--- src/aac_pkg.sv ---
// shared constants and types for the alarm annunciator control block
package aac_pkg;

	localparam int NUM_PAIRS = 16;
	localparam int NUM_LEDS = 17;
	localparam int STATUS_PAIR = 16;

	// register byte offsets
	localparam logic [7:0] OFS_CTRL = 8'h00;
	localparam logic [7:0] OFS_STATUS = 8'h04;
	localparam logic [7:0] OFS_CFG_BASE = 8'h40;
	localparam logic [7:0] OFS_CFG_LAST = 8'h7c;

	// control register fields
	localparam int CTRL_SIL_TX_BIT = 0;
	localparam logic [31:0] CTRL_RESET = 32'h0000_0000;

	// pair configuration word layout
	localparam int CFG_SPN_LSB = 0;
	localparam int CFG_SPN_W = 19;
	localparam int CFG_FMI_LSB = 19;
	localparam int CFG_FMI_W = 5;
	localparam int CFG_TYPE_LSB = 24;
	localparam int CFG_SEV_WARN_BIT = 26;
	localparam int CFG_SEV_SHUT_BIT = 27;
	localparam int CFG_GRN_BIT = 28;
	localparam int CFG_YEL_BIT = 29;
	localparam int CFG_RED_BIT = 30;
	localparam logic [31:0] CFG_RESET = 32'h0000_0000;
	localparam logic [4:0] FMI_ANY = 5'h1f;

	// status register fields
	localparam int ST_MODE_LSB = 0;
	localparam int ST_HORN_BIT = 2;
	localparam int ST_WARN_BIT = 3;
	localparam int ST_SHUT_BIT = 4;
	localparam int ST_LINK_BIT = 5;
	localparam int ST_RUN_BIT = 6;
	localparam int ST_LATCH_LSB = 16;

	// bus responses
	localparam logic [1:0] RESP_OKAY = 2'b00;
	localparam logic [1:0] RESP_SLVERR = 2'b10;

	// flashing: half period of the on/off cycle
	localparam int FLASH_HALF_MS = 250;
	localparam int CLK_HZ = 100_000_000;
	localparam int FLASH_HALF_CYC = (CLK_HZ / 1000) * FLASH_HALF_MS;

	// key synchroniser bit positions
	localparam int KEY_ACK_PANEL = 0;
	localparam int KEY_ACK_ANNUN = 1;
	localparam int KEY_LAMP_TEST = 2;
	localparam int KEY_RESET = 3;
	localparam int KEY_RUN = 4;
	localparam int KEY_AUTO = 5;
	localparam int KEY_STOP = 6;
	localparam int KEY_REMOTE = 7;
	localparam int NUM_KEYS = 8;

	typedef enum logic [1:0] {
		MODE_STOP = 2'b00,
		MODE_RUN = 2'b01,
		MODE_AUTO = 2'b10
	} aac_mode_t;

	// fault message decoded from the data link
	typedef struct packed {
		logic valid;
		logic [18:0] spn;
		logic [4:0] fmi;
		logic [1:0] ttype;
		logic shutdown;
		logic active;
	} aac_fault_t;

endpackage

--- src/aac_top.sv ---
// alarm annunciator and panel control with AXI4-Lite register access
//
// Chosen here: the register offsets and the AXI4-Lite interface to the registers.
`timescale 1ns/1ps
`default_nettype none
module aac_top #(
	parameter int FLASH_HALF = aac_pkg::FLASH_HALF_CYC
) (
	input wire logic clk_sys, // system clock, 100 MHz
	input wire logic nrst, // async reset, active low
	// axi4-lite slave
	input wire logic [7:0] s_axi_awaddr, // write address
	input wire logic s_axi_awvalid, // write address valid
	output logic s_axi_awready, // write address ready
	input wire logic [31:0] s_axi_wdata, // write data
	input wire logic [3:0] s_axi_wstrb, // write byte strobes
	input wire logic s_axi_wvalid, // write data valid
	output logic s_axi_wready, // write data ready
	output logic [1:0] s_axi_bresp, // write response
	output logic s_axi_bvalid, // write response valid
	input wire logic s_axi_bready, // write response ready
	input wire logic [7:0] s_axi_araddr, // read address
	input wire logic s_axi_arvalid, // read address valid
	output logic s_axi_arready, // read address ready
	output logic [31:0] s_axi_rdata, // read data
	output logic [1:0] s_axi_rresp, // read response
	output logic s_axi_rvalid, // read data valid
	input wire logic s_axi_rready, // read data ready
	// data link side, from the message decoder on this clock
	input wire aac_pkg::aac_fault_t fault_msg, // decoded fault message
	input wire logic rx_silence, // global alarm silence received, pulse
	input wire logic link_ok, // data link connection healthy
	output logic tx_silence, // request global silence message, pulse
	// key pins, active high
	input wire logic [aac_pkg::NUM_KEYS-1:0] key_pin, // panel/annun keys
	// lamps and relays
	output logic [aac_pkg::NUM_LEDS-1:0] led_grn, // green lamp per pair
	output logic [aac_pkg::NUM_LEDS-1:0] led_yel, // yellow lamp per pair
	output logic [aac_pkg::NUM_LEDS-1:0] led_red, // red lamp per pair
	output logic lamp_warn, // panel yellow warning lamp
	output logic lamp_shut, // panel red shutdown lamp
	output logic horn_relay, // horn relay drive
	output logic eng_run // engine run command
);

	localparam int NP = aac_pkg::NUM_PAIRS;

	initial begin
		if (FLASH_HALF < 1 || FLASH_HALF > 32'h7fff_ffff)
			$error("aac_top: FLASH_HALF out of range");
	end

	function automatic logic [31:0] merge_bytes(input logic [31:0] old,
		input logic [31:0] nw, input logic [3:0] strb);
		logic [31:0] r;
		r = old;
		for (int b = 0; b < 4; b++) begin
			if (strb[b]) r[b*8 +: 8] = nw[b*8 +: 8];
		end
		return r;
	endfunction

	function automatic logic addr_is_cfg(input logic [7:0] a);
		return (a >= aac_pkg::OFS_CFG_BASE) && (a <= aac_pkg::OFS_CFG_LAST);
	endfunction

	////////////////////////////////////////////////////////////////////////
	// keys

	logic [aac_pkg::NUM_KEYS-1:0] key_lvl;
	logic [aac_pkg::NUM_KEYS-1:0] key_press;

	aac_key_sync #(.WIDTH(aac_pkg::NUM_KEYS)) u_keys (
		.clk_sys(clk_sys),
		.nrst(nrst),
		.key_in(key_pin),
		.key_lvl(key_lvl),
		.key_press(key_press)
	);

	wire ack_panel = key_press[aac_pkg::KEY_ACK_PANEL];
	wire ack_annun = key_press[aac_pkg::KEY_ACK_ANNUN];
	wire ack_any = ack_panel | ack_annun;
	wire lamp_test = key_lvl[aac_pkg::KEY_LAMP_TEST];
	wire reset_key = key_press[aac_pkg::KEY_RESET];
	wire remote_start = key_lvl[aac_pkg::KEY_REMOTE];

	////////////////////////////////////////////////////////////////////////
	// registers and bus slave

	logic [31:0] ctrl_q;
	logic [31:0] cfg_q [NP];
	logic aw_have_q, w_have_q;
	logic [7:0] awaddr_q;
	logic [31:0] wdata_q;
	logic [3:0] wstrb_q;
	logic [31:0] status_w;

	wire aw_take = s_axi_awvalid & s_axi_awready;
	wire w_take = s_axi_wvalid & s_axi_wready;
	wire wr_go = aw_have_q & w_have_q & ~s_axi_bvalid;
	wire wr_cfg = wr_go & addr_is_cfg(awaddr_q) & (awaddr_q[1:0] == 2'b00);
	wire wr_ctrl = wr_go & (awaddr_q == aac_pkg::OFS_CTRL);
	wire wr_ok = wr_cfg | wr_ctrl | (awaddr_q == aac_pkg::OFS_STATUS);
	wire [3:0] wr_idx = awaddr_q[5:2];
	wire ar_take = s_axi_arvalid & s_axi_arready;
	wire rd_cfg = addr_is_cfg(s_axi_araddr) & (s_axi_araddr[1:0] == 2'b00);
	wire rd_ctrl = s_axi_araddr == aac_pkg::OFS_CTRL;
	wire rd_stat = s_axi_araddr == aac_pkg::OFS_STATUS;
	wire [31:0] rd_mux = rd_ctrl ? ctrl_q :
		rd_stat ? status_w :
		rd_cfg ? cfg_q[s_axi_araddr[5:2]] : 32'h0000_0000;

	always_ff @(posedge clk_sys or negedge nrst) begin
		if (!nrst) begin
			s_axi_awready <= 1'b1;
			s_axi_wready <= 1'b1;
			aw_have_q <= 1'b0;
			w_have_q <= 1'b0;
			awaddr_q <= 8'h00;
			wdata_q <= 32'h0000_0000;
			wstrb_q <= 4'h0;
			s_axi_bvalid <= 1'b0;
			s_axi_bresp <= aac_pkg::RESP_OKAY;
		end else begin
			if (aw_take) begin
				aw_have_q <= 1'b1;
				awaddr_q <= s_axi_awaddr;
				s_axi_awready <= 1'b0;
			end
			if (w_take) begin
				w_have_q <= 1'b1;
				wdata_q <= s_axi_wdata;
				wstrb_q <= s_axi_wstrb;
				s_axi_wready <= 1'b0;
			end
			if (wr_go) begin
				aw_have_q <= 1'b0;
				w_have_q <= 1'b0;
				s_axi_bvalid <= 1'b1;
				s_axi_bresp <= wr_ok ? aac_pkg::RESP_OKAY : aac_pkg::RESP_SLVERR;
			end
			if (s_axi_bvalid && s_axi_bready) begin
				s_axi_bvalid <= 1'b0;
				s_axi_awready <= 1'b1;
				s_axi_wready <= 1'b1;
			end
		end
	end

	// pair configuration store: SPN, FMI, trigger type, severity, colours
	always_ff @(posedge clk_sys or negedge nrst) begin
		if (!nrst) begin
			ctrl_q <= aac_pkg::CTRL_RESET;
			for (int i = 0; i < NP; i++) cfg_q[i] <= aac_pkg::CFG_RESET;
		end else begin
			if (wr_ctrl) ctrl_q <= merge_bytes(ctrl_q, wdata_q, wstrb_q);
			if (wr_cfg) cfg_q[wr_idx] <= merge_bytes(cfg_q[wr_idx], wdata_q,
				wstrb_q);
		end
	end

	always_ff @(posedge clk_sys or negedge nrst) begin
		if (!nrst) begin
			s_axi_arready <= 1'b1;
			s_axi_rvalid <= 1'b0;
			s_axi_rdata <= 32'h0000_0000;
			s_axi_rresp <= aac_pkg::RESP_OKAY;
		end else begin
			if (ar_take) begin
				s_axi_arready <= 1'b0;
				s_axi_rvalid <= 1'b1;
				s_axi_rdata <= rd_mux;
				s_axi_rresp <= (rd_ctrl | rd_stat | rd_cfg) ?
					aac_pkg::RESP_OKAY : aac_pkg::RESP_SLVERR;
			end else if (s_axi_rvalid && s_axi_rready) begin
				s_axi_rvalid <= 1'b0;
				s_axi_arready <= 1'b1;
			end
		end
	end

	////////////////////////////////////////////////////////////////////////
	// event matching and per-pair alarm state

	logic [NP-1:0] warn_act_q, warn_unack_q, shut_lat_q, shut_unack_q;
	logic [NP-1:0] warn_lit_q;
	logic [NP-1:0] hit;

	always_comb begin
		for (int i = 0; i < NP; i++) begin
			hit[i] = fault_msg.valid
				&& fault_msg.spn == cfg_q[i][aac_pkg::CFG_SPN_LSB +: aac_pkg::CFG_SPN_W]
				&& fault_msg.ttype == cfg_q[i][aac_pkg::CFG_TYPE_LSB +: 2]
				&& (cfg_q[i][aac_pkg::CFG_FMI_LSB +: aac_pkg::CFG_FMI_W]
					== aac_pkg::FMI_ANY
				|| fault_msg.fmi
					== cfg_q[i][aac_pkg::CFG_FMI_LSB +: aac_pkg::CFG_FMI_W]);
		end
	end

	logic [NP-1:0] sev_warn, sev_shut;
	always_comb begin
		for (int i = 0; i < NP; i++) begin
			sev_warn[i] = cfg_q[i][aac_pkg::CFG_SEV_WARN_BIT];
			sev_shut[i] = cfg_q[i][aac_pkg::CFG_SEV_SHUT_BIT];
		end
	end

	wire is_warn = ~fault_msg.shutdown;
	wire [NP-1:0] warn_set = hit & sev_warn & {NP{is_warn & fault_msg.active}};
	wire [NP-1:0] warn_clr = hit & {NP{is_warn & ~fault_msg.active}};
	wire [NP-1:0] shut_set = hit & sev_shut &
		{NP{fault_msg.shutdown & fault_msg.active}};
	wire [NP-1:0] warn_new = warn_set & ~warn_act_q;
	wire [NP-1:0] shut_new = shut_set & ~shut_lat_q;
	wire new_event = |{warn_new, shut_new};

	// set wins over acknowledge and reset in the same cycle
	wire [NP-1:0] warn_act_d = (warn_act_q & ~warn_clr) | warn_set;
	wire [NP-1:0] warn_unack_d = (warn_unack_q & ~{NP{ack_any}}) | warn_new;
	// yellow stays lit after a warning goes inactive until acknowledged
	wire [NP-1:0] warn_lit_d = warn_set |
		(warn_lit_q & ~({NP{ack_any}} & ~warn_act_q));
	wire [NP-1:0] shut_lat_d = (shut_lat_q & ~{NP{reset_key}}) | shut_set;
	wire [NP-1:0] shut_unack_d =
		(shut_unack_q & ~{NP{ack_any | reset_key}}) | shut_new;

	always_ff @(posedge clk_sys or negedge nrst) begin
		if (!nrst) begin
			warn_act_q <= '0;
			warn_lit_q <= '0;
			warn_unack_q <= '0;
			shut_lat_q <= '0;
			shut_unack_q <= '0;
		end else begin
			warn_act_q <= warn_act_d;
			warn_lit_q <= warn_lit_d;
			warn_unack_q <= warn_unack_d;
			shut_lat_q <= shut_lat_d;
			shut_unack_q <= shut_unack_d;
		end
	end

	////////////////////////////////////////////////////////////////////////
	// flash timebase, horn and engine mode

	logic [31:0] flash_cnt_q;
	logic flash_q;
	logic horn_q;
	aac_pkg::aac_mode_t mode_q;

	wire flash_tick = flash_cnt_q == 32'(FLASH_HALF - 1);
	wire silence = ack_any | rx_silence;

	always_ff @(posedge clk_sys or negedge nrst) begin
		if (!nrst) begin
			flash_cnt_q <= 32'h0000_0000;
			flash_q <= 1'b0;
		end else if (flash_tick) begin
			flash_cnt_q <= 32'h0000_0000;
			flash_q <= ~flash_q;
		end else begin
			flash_cnt_q <= flash_cnt_q + 32'h0000_0001;
		end
	end

	always_ff @(posedge clk_sys or negedge nrst) begin
		if (!nrst) horn_q <= 1'b0;
		else horn_q <= new_event | (horn_q & ~silence);
	end

	always_ff @(posedge clk_sys or negedge nrst) begin
		if (!nrst) begin
			mode_q <= aac_pkg::MODE_STOP;
		end else if (key_press[aac_pkg::KEY_STOP]) begin
			mode_q <= aac_pkg::MODE_STOP;
		end else if (key_press[aac_pkg::KEY_RUN]) begin
			mode_q <= aac_pkg::MODE_RUN;
		end else if (key_press[aac_pkg::KEY_AUTO]) begin
			mode_q <= aac_pkg::MODE_AUTO;
		end
	end

	logic run_d;
	always_comb begin
		unique case (mode_q)
			aac_pkg::MODE_STOP: run_d = 1'b0;
			aac_pkg::MODE_RUN: run_d = 1'b1;
			aac_pkg::MODE_AUTO: run_d = remote_start;
			default: run_d = 1'b0;
		endcase
		if (|shut_lat_q) run_d = 1'b0;
	end

	////////////////////////////////////////////////////////////////////////
	// lamp drive

	logic [NP-1:0] col_g, col_y, col_r;
	always_comb begin
		for (int i = 0; i < NP; i++) begin
			col_g[i] = cfg_q[i][aac_pkg::CFG_GRN_BIT];
			col_y[i] = cfg_q[i][aac_pkg::CFG_YEL_BIT];
			col_r[i] = cfg_q[i][aac_pkg::CFG_RED_BIT];
		end
	end

	// flashing while unacknowledged, steady once acknowledged while still lit or latched
	wire [NP-1:0] yel_pair = (warn_unack_q & {NP{flash_q}}) |
		(warn_lit_q & ~warn_unack_q);
	wire [NP-1:0] red_pair = shut_lat_q & (~shut_unack_q | {NP{flash_q}});
	wire [NP-1:0] grn_pair = ~(warn_lit_q | warn_unack_q | shut_lat_q);
	wire any_wu = |warn_unack_q;
	wire any_su = |shut_unack_q;
	wire panel_y = any_wu ? flash_q : |warn_lit_q;
	wire panel_r = any_su ? flash_q : |shut_lat_q;

	wire [aac_pkg::NUM_LEDS-1:0] g_d = lamp_test ? '1 :
		{link_ok, grn_pair & col_g};
	wire [aac_pkg::NUM_LEDS-1:0] y_d = lamp_test ? '1 :
		{1'b0, yel_pair & col_y};
	wire [aac_pkg::NUM_LEDS-1:0] r_d = lamp_test ? '1 :
		{~link_ok, red_pair & col_r};

	always_ff @(posedge clk_sys or negedge nrst) begin
		if (!nrst) begin
			led_grn <= '0;
			led_yel <= '0;
			led_red <= '0;
			lamp_warn <= 1'b0;
			lamp_shut <= 1'b0;
			horn_relay <= 1'b0;
			eng_run <= 1'b0;
			tx_silence <= 1'b0;
		end else begin
			led_grn <= g_d;
			led_yel <= y_d;
			led_red <= r_d;
			lamp_warn <= panel_y | lamp_test;
			lamp_shut <= panel_r | lamp_test;
			horn_relay <= horn_q | lamp_test;
			eng_run <= run_d;
			tx_silence <= ack_panel & ctrl_q[aac_pkg::CTRL_SIL_TX_BIT];
		end
	end

	assign status_w = {shut_lat_q, 9'h000, eng_run, link_ok,
		lamp_shut, lamp_warn, horn_q, mode_q};

	////////////////////////////////////////////////////////////////////////
	// checks

	chk_horn_on_event: assert property (@(posedge clk_sys) disable iff (!nrst)
		new_event |=> horn_q) else $error("horn not raised on new event");
	chk_horn_silence: assert property (@(posedge clk_sys) disable iff (!nrst)
		(silence && !new_event) |=> !horn_q) else $error("horn not silenced");
	chk_ack_clears: assert property (@(posedge clk_sys) disable iff (!nrst)
		(ack_any && !new_event) |=> (warn_unack_q == '0) && (shut_unack_q == '0))
		else $error("acknowledge left flags pending");
	chk_shut_latched: assert property (@(posedge clk_sys) disable iff (!nrst)
		(!reset_key && shut_lat_q[0]) |=> shut_lat_q[0])
		else $error("shutdown dropped without reset");
	chk_reset_clears: assert property (@(posedge clk_sys) disable iff (!nrst)
		(reset_key && shut_set == '0) |=> shut_lat_q == '0)
		else $error("reset key did not clear latches");
	chk_red_off: assert property (@(posedge clk_sys) disable iff (!nrst)
		(shut_lat_q == '0 && !lamp_test) |=> !lamp_shut)
		else $error("red lamp lit with no shutdown");
	chk_lamp_test: assert property (@(posedge clk_sys) disable iff (!nrst)
		lamp_test |=> horn_relay && lamp_warn && lamp_shut && (&led_grn))
		else $error("lamp test incomplete");
	chk_stop_key: assert property (@(posedge clk_sys) disable iff (!nrst)
		key_press[aac_pkg::KEY_STOP] |=> ##1 !eng_run)
		else $error("engine not stopped");
	chk_status_pair: assert property (@(posedge clk_sys) disable iff (!nrst)
		(!link_ok && !lamp_test) |=> led_red[aac_pkg::STATUS_PAIR])
		else $error("link fault not shown");
	chk_steady_yel: assert property (@(posedge clk_sys) disable iff (!nrst)
		(warn_act_q != '0 && warn_unack_q == '0 && !lamp_test && !ack_any
			&& warn_clr == '0 && warn_new == '0) |=> lamp_warn)
		else $error("acknowledged warning not steady");

	cov_warn_ack: cover property (@(posedge clk_sys) disable iff (!nrst)
		warn_new != '0 ##[1:1000] ack_any);
	cov_shut_reset: cover property (@(posedge clk_sys) disable iff (!nrst)
		shut_new != '0 ##[1:1000] reset_key);
	cov_auto_run: cover property (@(posedge clk_sys) disable iff (!nrst)
		mode_q == aac_pkg::MODE_AUTO && eng_run);

endmodule // aac_top
`default_nettype wire

--- src/aac_key_sync.sv ---
// two-flop synchroniser with rising-edge pulse for push-button inputs
`timescale 1ns/1ps
`default_nettype none
module aac_key_sync #(
	parameter int WIDTH = 8
) (
	input wire logic clk_sys, // system clock
	input wire logic nrst, // async reset, active low
	input wire logic [WIDTH-1:0] key_in, // raw key pins, active high
	output logic [WIDTH-1:0] key_lvl, // synchronised level
	output logic [WIDTH-1:0] key_press // one-cycle pulse on press
);

	logic [WIDTH-1:0] meta_q;
	logic [WIDTH-1:0] sync_q;
	logic [WIDTH-1:0] prev_q;

	initial begin
		if (WIDTH < 1) $error("aac_key_sync: WIDTH must be at least 1");
	end

	always_ff @(posedge clk_sys or negedge nrst) begin
		if (!nrst) begin
			meta_q <= '0;
			sync_q <= '0;
			prev_q <= '0;
		end else begin
			meta_q <= key_in;
			sync_q <= meta_q;
			prev_q <= sync_q;
		end
	end

	assign key_lvl = sync_q;
	assign key_press = sync_q & ~prev_q;

endmodule // aac_key_sync
`default_nettype wire

--- config.mk ---
export PLATFORM = sky130hd
export DESIGN_NAME = aac_top
export DESIGN_NICKNAME = d
export VERILOG_FILES = /design/src/aac_pkg.sv /design/src/aac_top.sv /design/src/aac_key_sync.sv
export SDC_FILE = /design/constraint.sdc
export NUM_CORES = 2
export LEC_CHECK = 0
export ABC_AREA = 1
export BUFFER_PORTS_ARGS = -buffer_cell sky130_fd_sc_hd__buf_2
export CORE_UTILIZATION = 35
export CTS_CLUSTER_SIZE = 25
export DETAILED_ROUTE_END_ITERATION = 7
export HOLD_SLACK_MARGIN = 0.05
export SETUP_SLACK_MARGIN = 0.2
export SYNTH_ARGS = -nofsm -noshare
export SYNTH_HDL_FRONTEND = slang
export SYNTH_HIERARCHICAL = 1
export SYNTH_SLANG_ARGS = --single-unit
--- constraint.sdc ---
create_clock -name clk_sys -period 1.8 [get_ports clk_sys]
set_input_delay 0.09 -clock clk_sys [delete_from_list [all_inputs] [get_ports clk_sys]]
set_output_delay 0.09 -clock clk_sys [all_outputs]
set_load 0.02 [all_outputs]
* After elaboration in Yosys (flattened, before gate mapping)
Cells that the tools add are included.
** Storage, ports and cells
- Flip-flop bits (word level) :: 826
- Logic and storage cells :: 339
- Input bits :: 98
- Output and inout bits :: 97
** Cells by class
- Equal/unequal tests :: 69
- $add $sub $neg :: 1
- Multiplexer cells :: 47
- $lt $le $gt $ge :: 7
- Reduce and logical (&&, ||, !) cells :: 89
- Bitwise operators :: 73
** Operator list (count)
- bitwise mux 512 bit :: 1
- AND 16 bit :: 19
- == test 19 bit :: 16
- 2-to-1 mux 32 bit :: 9
- binary-select mux 32 bit (select 4 bit) :: 2
- inverter 16 bit :: 10
- bitwise OR 16 bit :: 9
- demux 32 bit (select 4 bit) :: 1
- == test 5 bit :: 16
- == test 5 bit, second input constant :: 16
- 2-to-1 mux 8 bit :: 8
- OR reduction 16 bit :: 4
- logical AND 1 bit :: 53
- 2-to-1 mux 17 bit :: 3
- adder 32 x 1 -> 32 bit, second input constant :: 1
- == test 2 bit :: 16
- == test 32 x 25 -> 1 bit, second input constant :: 1
- OR reduction 32 bit :: 1
- 2-to-1 mux 1 bit :: 17
- == test 8 x 3 -> 1 bit, second input constant :: 2
- >= comparator 8 x 7 -> 1 bit, second input constant :: 2
- <= comparator 8 x 7 -> 1 bit, second input constant :: 2
- logical NOT 8 bit :: 2
- logical OR 1 bit :: 16
- 16 further kinds :: 59

* Depth between registers and ports, before layout
- Depth in word-level cells :: 9
- Depth in mapped cells :: 16
- Mapped depth without buffers :: 14

* Hierarchy
The synthesis kept the hierarchy.
** By module, submodules not included
- aac_top :: times used 1, area each 44936.8 um^2, cells an instance 6037
- aac_key_sync :: times used 1, area each 680.7 um^2, cells an instance 40

* Least setup slack after synthesis
OpenSTA, ideal clock, no wires.
- Path kind :: flip-flop to flip-flop
- From :: register flash_cnt_q[0]
- To :: register flash_cnt_q[28]
- Arrival :: 1.763 ns
- Setup slack :: -0.083 ns
- Buffers on the path :: 0
- Period minus slack after synthesis :: 1.883 ns
- Data required time :: 1.680 ns
- Setup time :: 0.120 ns
- Cell stages (with the launch flop) :: 13
- Cells stage by stage :: dfrtp_1 > ha_1 > nand3_1 > nor2_2 > nand3_2 > nor2_2 > nand4_1 > nor2_2 > nand3_2 > nor2_1 > a21oi_1 > o21ai_0 > inv_1
** On the way
- Word-level cells in the longest chain between the ends :: 2
- Elaborated cells on any way between the ends :: 3
- Those cells by class :: add/sub (1); eq/ne (1); mux (1)
** Ends and longest elaborated chain
- start: declaration :: line aac_top.sv:248 : logic [31:0] flash_cnt_q;
- start signal: assignment :: line aac_top.sv:264 : flash_cnt_q <= flash_cnt_q + 32'h0000_0001;
- adder 32 x 1 -> 32 bit / == test 32 x 25 -> 1 bit (equally long branches) :: line aac_top.sv:264, aac_top.sv:253
- 2-to-1 mux 32 bit * :: line aac_top.sv:260 : end else if (flash_tick) begin
Mark *: on every way between the ends. The rest lies on a longest branch, timed or not.
A chain may end at the register's enable or synchronous reset.

* Final worst setup path
- From :: register awaddr_q[3]
- To :: register cfg_q[435] (netlist name)
** On the way
- Word-level cells in the longest chain between the ends :: 7
- Elaborated cells on any way between the ends :: 17
- Those cells by class :: order compare (4); mux (8); bitwise (3); reduce/logical (2)
** Ends and longest elaborated chain
- start: declaration :: line aac_top.sv:94 : logic [7:0] awaddr_q;
- start signal: assignment :: line aac_top.sv:128 : awaddr_q <= s_axi_awaddr;
- inverter 4 -> 5 bit (implied by the code) :: line aac_top.sv:158 : if (wr_cfg) cfg_q[wr_idx] <= merge_bytes(cfg_q[wr_idx], wdata_q,
- binary-select mux 32 bit (select 4 bit) :: line aac_top.sv:158
- 2-to-1 mux 32 bit (implied by the code) (2 in a row) :: line aac_top.sv:158
- 2-to-1 mux 8 bit :: line aac_top.sv:58 : if (strb[b]) r[b*8 +: 8] = nw[b*8 +: 8];
- 2-to-1 mux 8 bit :: line aac_top.sv:158
- bitwise mux 512 bit :: line aac_top.sv:158
- end signal: indexed assignment :: line aac_top.sv:158
- end: declaration :: line aac_top.sv:92 : logic [31:0] cfg_q [NP];
Several ways; a longest one is shown, not always the timed one. The select of a mux whose other input is x is not followed.

==> metrics.md <==
| Metric | Value |
|---|---|
| Status | `finished, violations left` |
| Failing checks | `setup timing` |
| Site Rows | `131` |
| Layout Utilization | `0.501` |
| Area grow syn2layout | `41.2%` |
| Tot GR Track Use | `0.353` |
| Power Density | `1180 mW/mm^2` |
| Num CTS Buffers | `96` |
| Die Y | `363 um` |
| Clk slew on worst S/H paths | `0.06 ns` |
| Worst Skew | `0.0289 ns` |
| Routability cong. | `1.03` |
| Post-route ant nets | `0` |
| Grt met2 use | `0.520` |
| Num ports | `195` |
| Post-DP Area | `0.0581 mm^2` |
| FILL cells | `12,400` |
| Final hold vios | `0` |
| Clk buf depth | `3` |
| Synth Area per Inst | `7.50 um^2` |
| Peak supply drop | `0.00109 V` |
| 1st-iter DRT viols | `6,415` |
| Crit path buf inv count | `3` |
| Setup violators final | `628` |
| Fin crit period | `2.29 ns` |
| Maximum clock frequency | `437 MHz` |
| CP max-delay cell | `dfrtp_4` |
| Part of the cycle the worst path needs | `1.27` |
| CTS root buf | `clkbuf_16` |
| Worst setup margin | `-0.490 ns` |
| Fin. max-slew vios | `0` |
| Largest net degree at the start of global routing | `92` |
| CP arrival | `2.93 ns` |
| Max FO, Critical Path | `8` |
| Total Die Area | `0.132 mm^2` |
| DRC | `0` |
| Input/output buffers | `192` |
| Final net count | `7,411` |
| Worst setup EP type | `register` |
| CTS sink cnt | `823` |
| Leak | `29.3 nW` |
| Remaining global-route overflow | `0` |
| Share of layout cells above drive strength 1 | `0.282` |
| Final std cells w/o fill | `9,119` |
| Family with the most delay on the worst path | `simple AND/OR/NAND/NOR gates` |
| DP Cell Count | `8,809` |
| Core box area | `0.128 mm^2` |
| CP dominant cell by count | `nand2_1` |
| Avg WL per Cell | `25.9 um` |
| Unrepaired setup endpoints after global routing | `true` |
| Critical path launch point type | `register` |
| WHS Path Cells | `3` |
| Initial core utilization | `0.355` |
| H-tree Lvls | `3` |
| Post-Synthesis Cells | `6,071` |
| Synthesis warning total | `6` |
| Max incr delay on CP | `0.56 ns` |
| Initial antenna violation count | `6` |
| CTS tree | `built` |
| Die Wd | `363 um` |
| Vias per Instance | `5.61` |
| Critical Path RT | `2.44 ns` |
| HPWL after DPL | `173,000 um` |
| Worst-path cell chain | `nor2_4 > buf_12 > buf_12 > a22oi_2 > o221ai_2 > nand2_1 > nand2_1 > nor2_1 > nand2_1 > o21ai_4 > clkbuf_16 > o21ai_2` |
| Global route hottest layer | `met2` |
| Final Instance Area | `0.0643 mm^2` |
| Drt total wl | `236,000 um` |
| HP Class | `input pin to register` |
| Worst slew margin | `0.503` |
| Met1 GRT Util | `0.464` |
| Vias in the first global route | `49,000` |
| Clk Latency, worst-skew pair | `0.74 ns` |
| Vias | `51,100` |
| Cells on worst reg2reg path | `12` |
| Critical path class | `register to register` |
| Met3 usage in global routing | `0.0800` |
| First-pass GRT wire length | `339,000 um` |
| Actual slew at the worst max-slew pin | `0.739 ns` |
| Drt first pass iters | `6` |
| Syn Std Cell Area | `0.0455 mm^2` |
| Stages on the worst setup path | `12` |
| Max Cap Viol | `0` |
## worst min-delay path: cells and delay by family
kind | cells | cell delay (ns)
buffers and inverters | 2 | 0.62
AO/OA/AOI/OAI | 1 | 0.06
## report_power, final
part	leakage (nW)	internal (mW)	switching, mW
Combinational	16.7	12.2	18.7
Sequential	11.0	21.2	3.09
Clock	1.57	11.8	8.74
## per-stage QoR
stage                     setup slack (ns)  total power [mW]  TNS (ns)  hold WS [ns]
after floorplan                    -0.0244              35.5     -2.99        -0.206
after global placement               -1.06              51.4   -210.91       -0.0349
after detailed placement             -1.02              51.6   -220.92       -0.0317
after CTS                           -0.456              73.3   -178.79        0.0551
after global routing                -0.556              78.0   -243.56        0.0841
final                               -0.490              75.8   -199.95        0.0875
## placed cells by master, fill, tap and decap left out, types with 71 or more instances in the layout
cell           instances
a21oi_1              195
buf_12               142
buf_2                190
buf_4               1080
clkbuf_16            102
dfrtp_1              812
dlygate4sd3_1         76
inv_1                460
nand2_1             1635
nand2_2               88
nand3_1              244
nor2_1               306
o21ai_0              589
o21ai_1              346
o21ai_2               99
o221ai_1             119
o22ai_1               73
xnor2_1               71
## cell type report
cell class                      instances  area, um^2  area share
Timing Repair Buffer                 1538       13300       0.207
Antenna cell                            2        5.00   0.0000778
Clock inverter                         41         509     0.00792
Tap cell                             1729        2160      0.0336
Multi-Input combinational cell       4364       23100       0.359
Inverter                              487        1850      0.0287
Sequential cell                       823       20600       0.321
Clock buffer                          135        2730      0.0425
## sequential cells by signal, summed over array words and instances, names as in the netlist, 4 cells and up
register        cells
flash_cnt_q        32
u_keys/key_lvl      8
warn_unack_q       16
warn_act_q         16
u_keys/prev_q       6
wstrb_q             4
wdata_q            32
u_keys/meta_q       8
warn_lit_q         16
led_red            17
led_yel            17
led_grn            17
shut_lat_q         16
awaddr_q            8
s_axi_rdata        32
shut_unack_q       16
ctrl_q             32
cfg_q             512
## routing by layer
metal  vias up  share of wire
met5         -        0.00038
met4         4          0.081
met3       715           0.10
met2      3000           0.42
met1     24600           0.40
li1      22900              -
## worst paths after layout
check	from	endpoint	slack [ns]
worst max-delay path	awaddr_q[3]	cfg_q[435]	-0.49
worst min-delay path	s_axi_bready	s_axi_bvalid	0.09
worst max register to register	awaddr_q[3]	cfg_q[435]	-0.49
worst min register to register	u_keys/meta_q[3]	u_keys/key_lvl[3]	0.34
max in group asynchronous	nrst	cfg_q[275]	0.28
min in group asynchronous	nrst	warn_act_q[9]	0.61
## timing repair
item | 4_1_cts | 5_1_grt
buffers inserted | 29 | 19
pin swaps | 101 | 45
gates cloned | 2 | 6
endpoints found under the setup margin | 681 | 689
hold buffers | 76 | 0
endpoints found under the hold margin | 923 | 0
resized for setup | 331 | 274
Power figures use the tool's default switching activity.
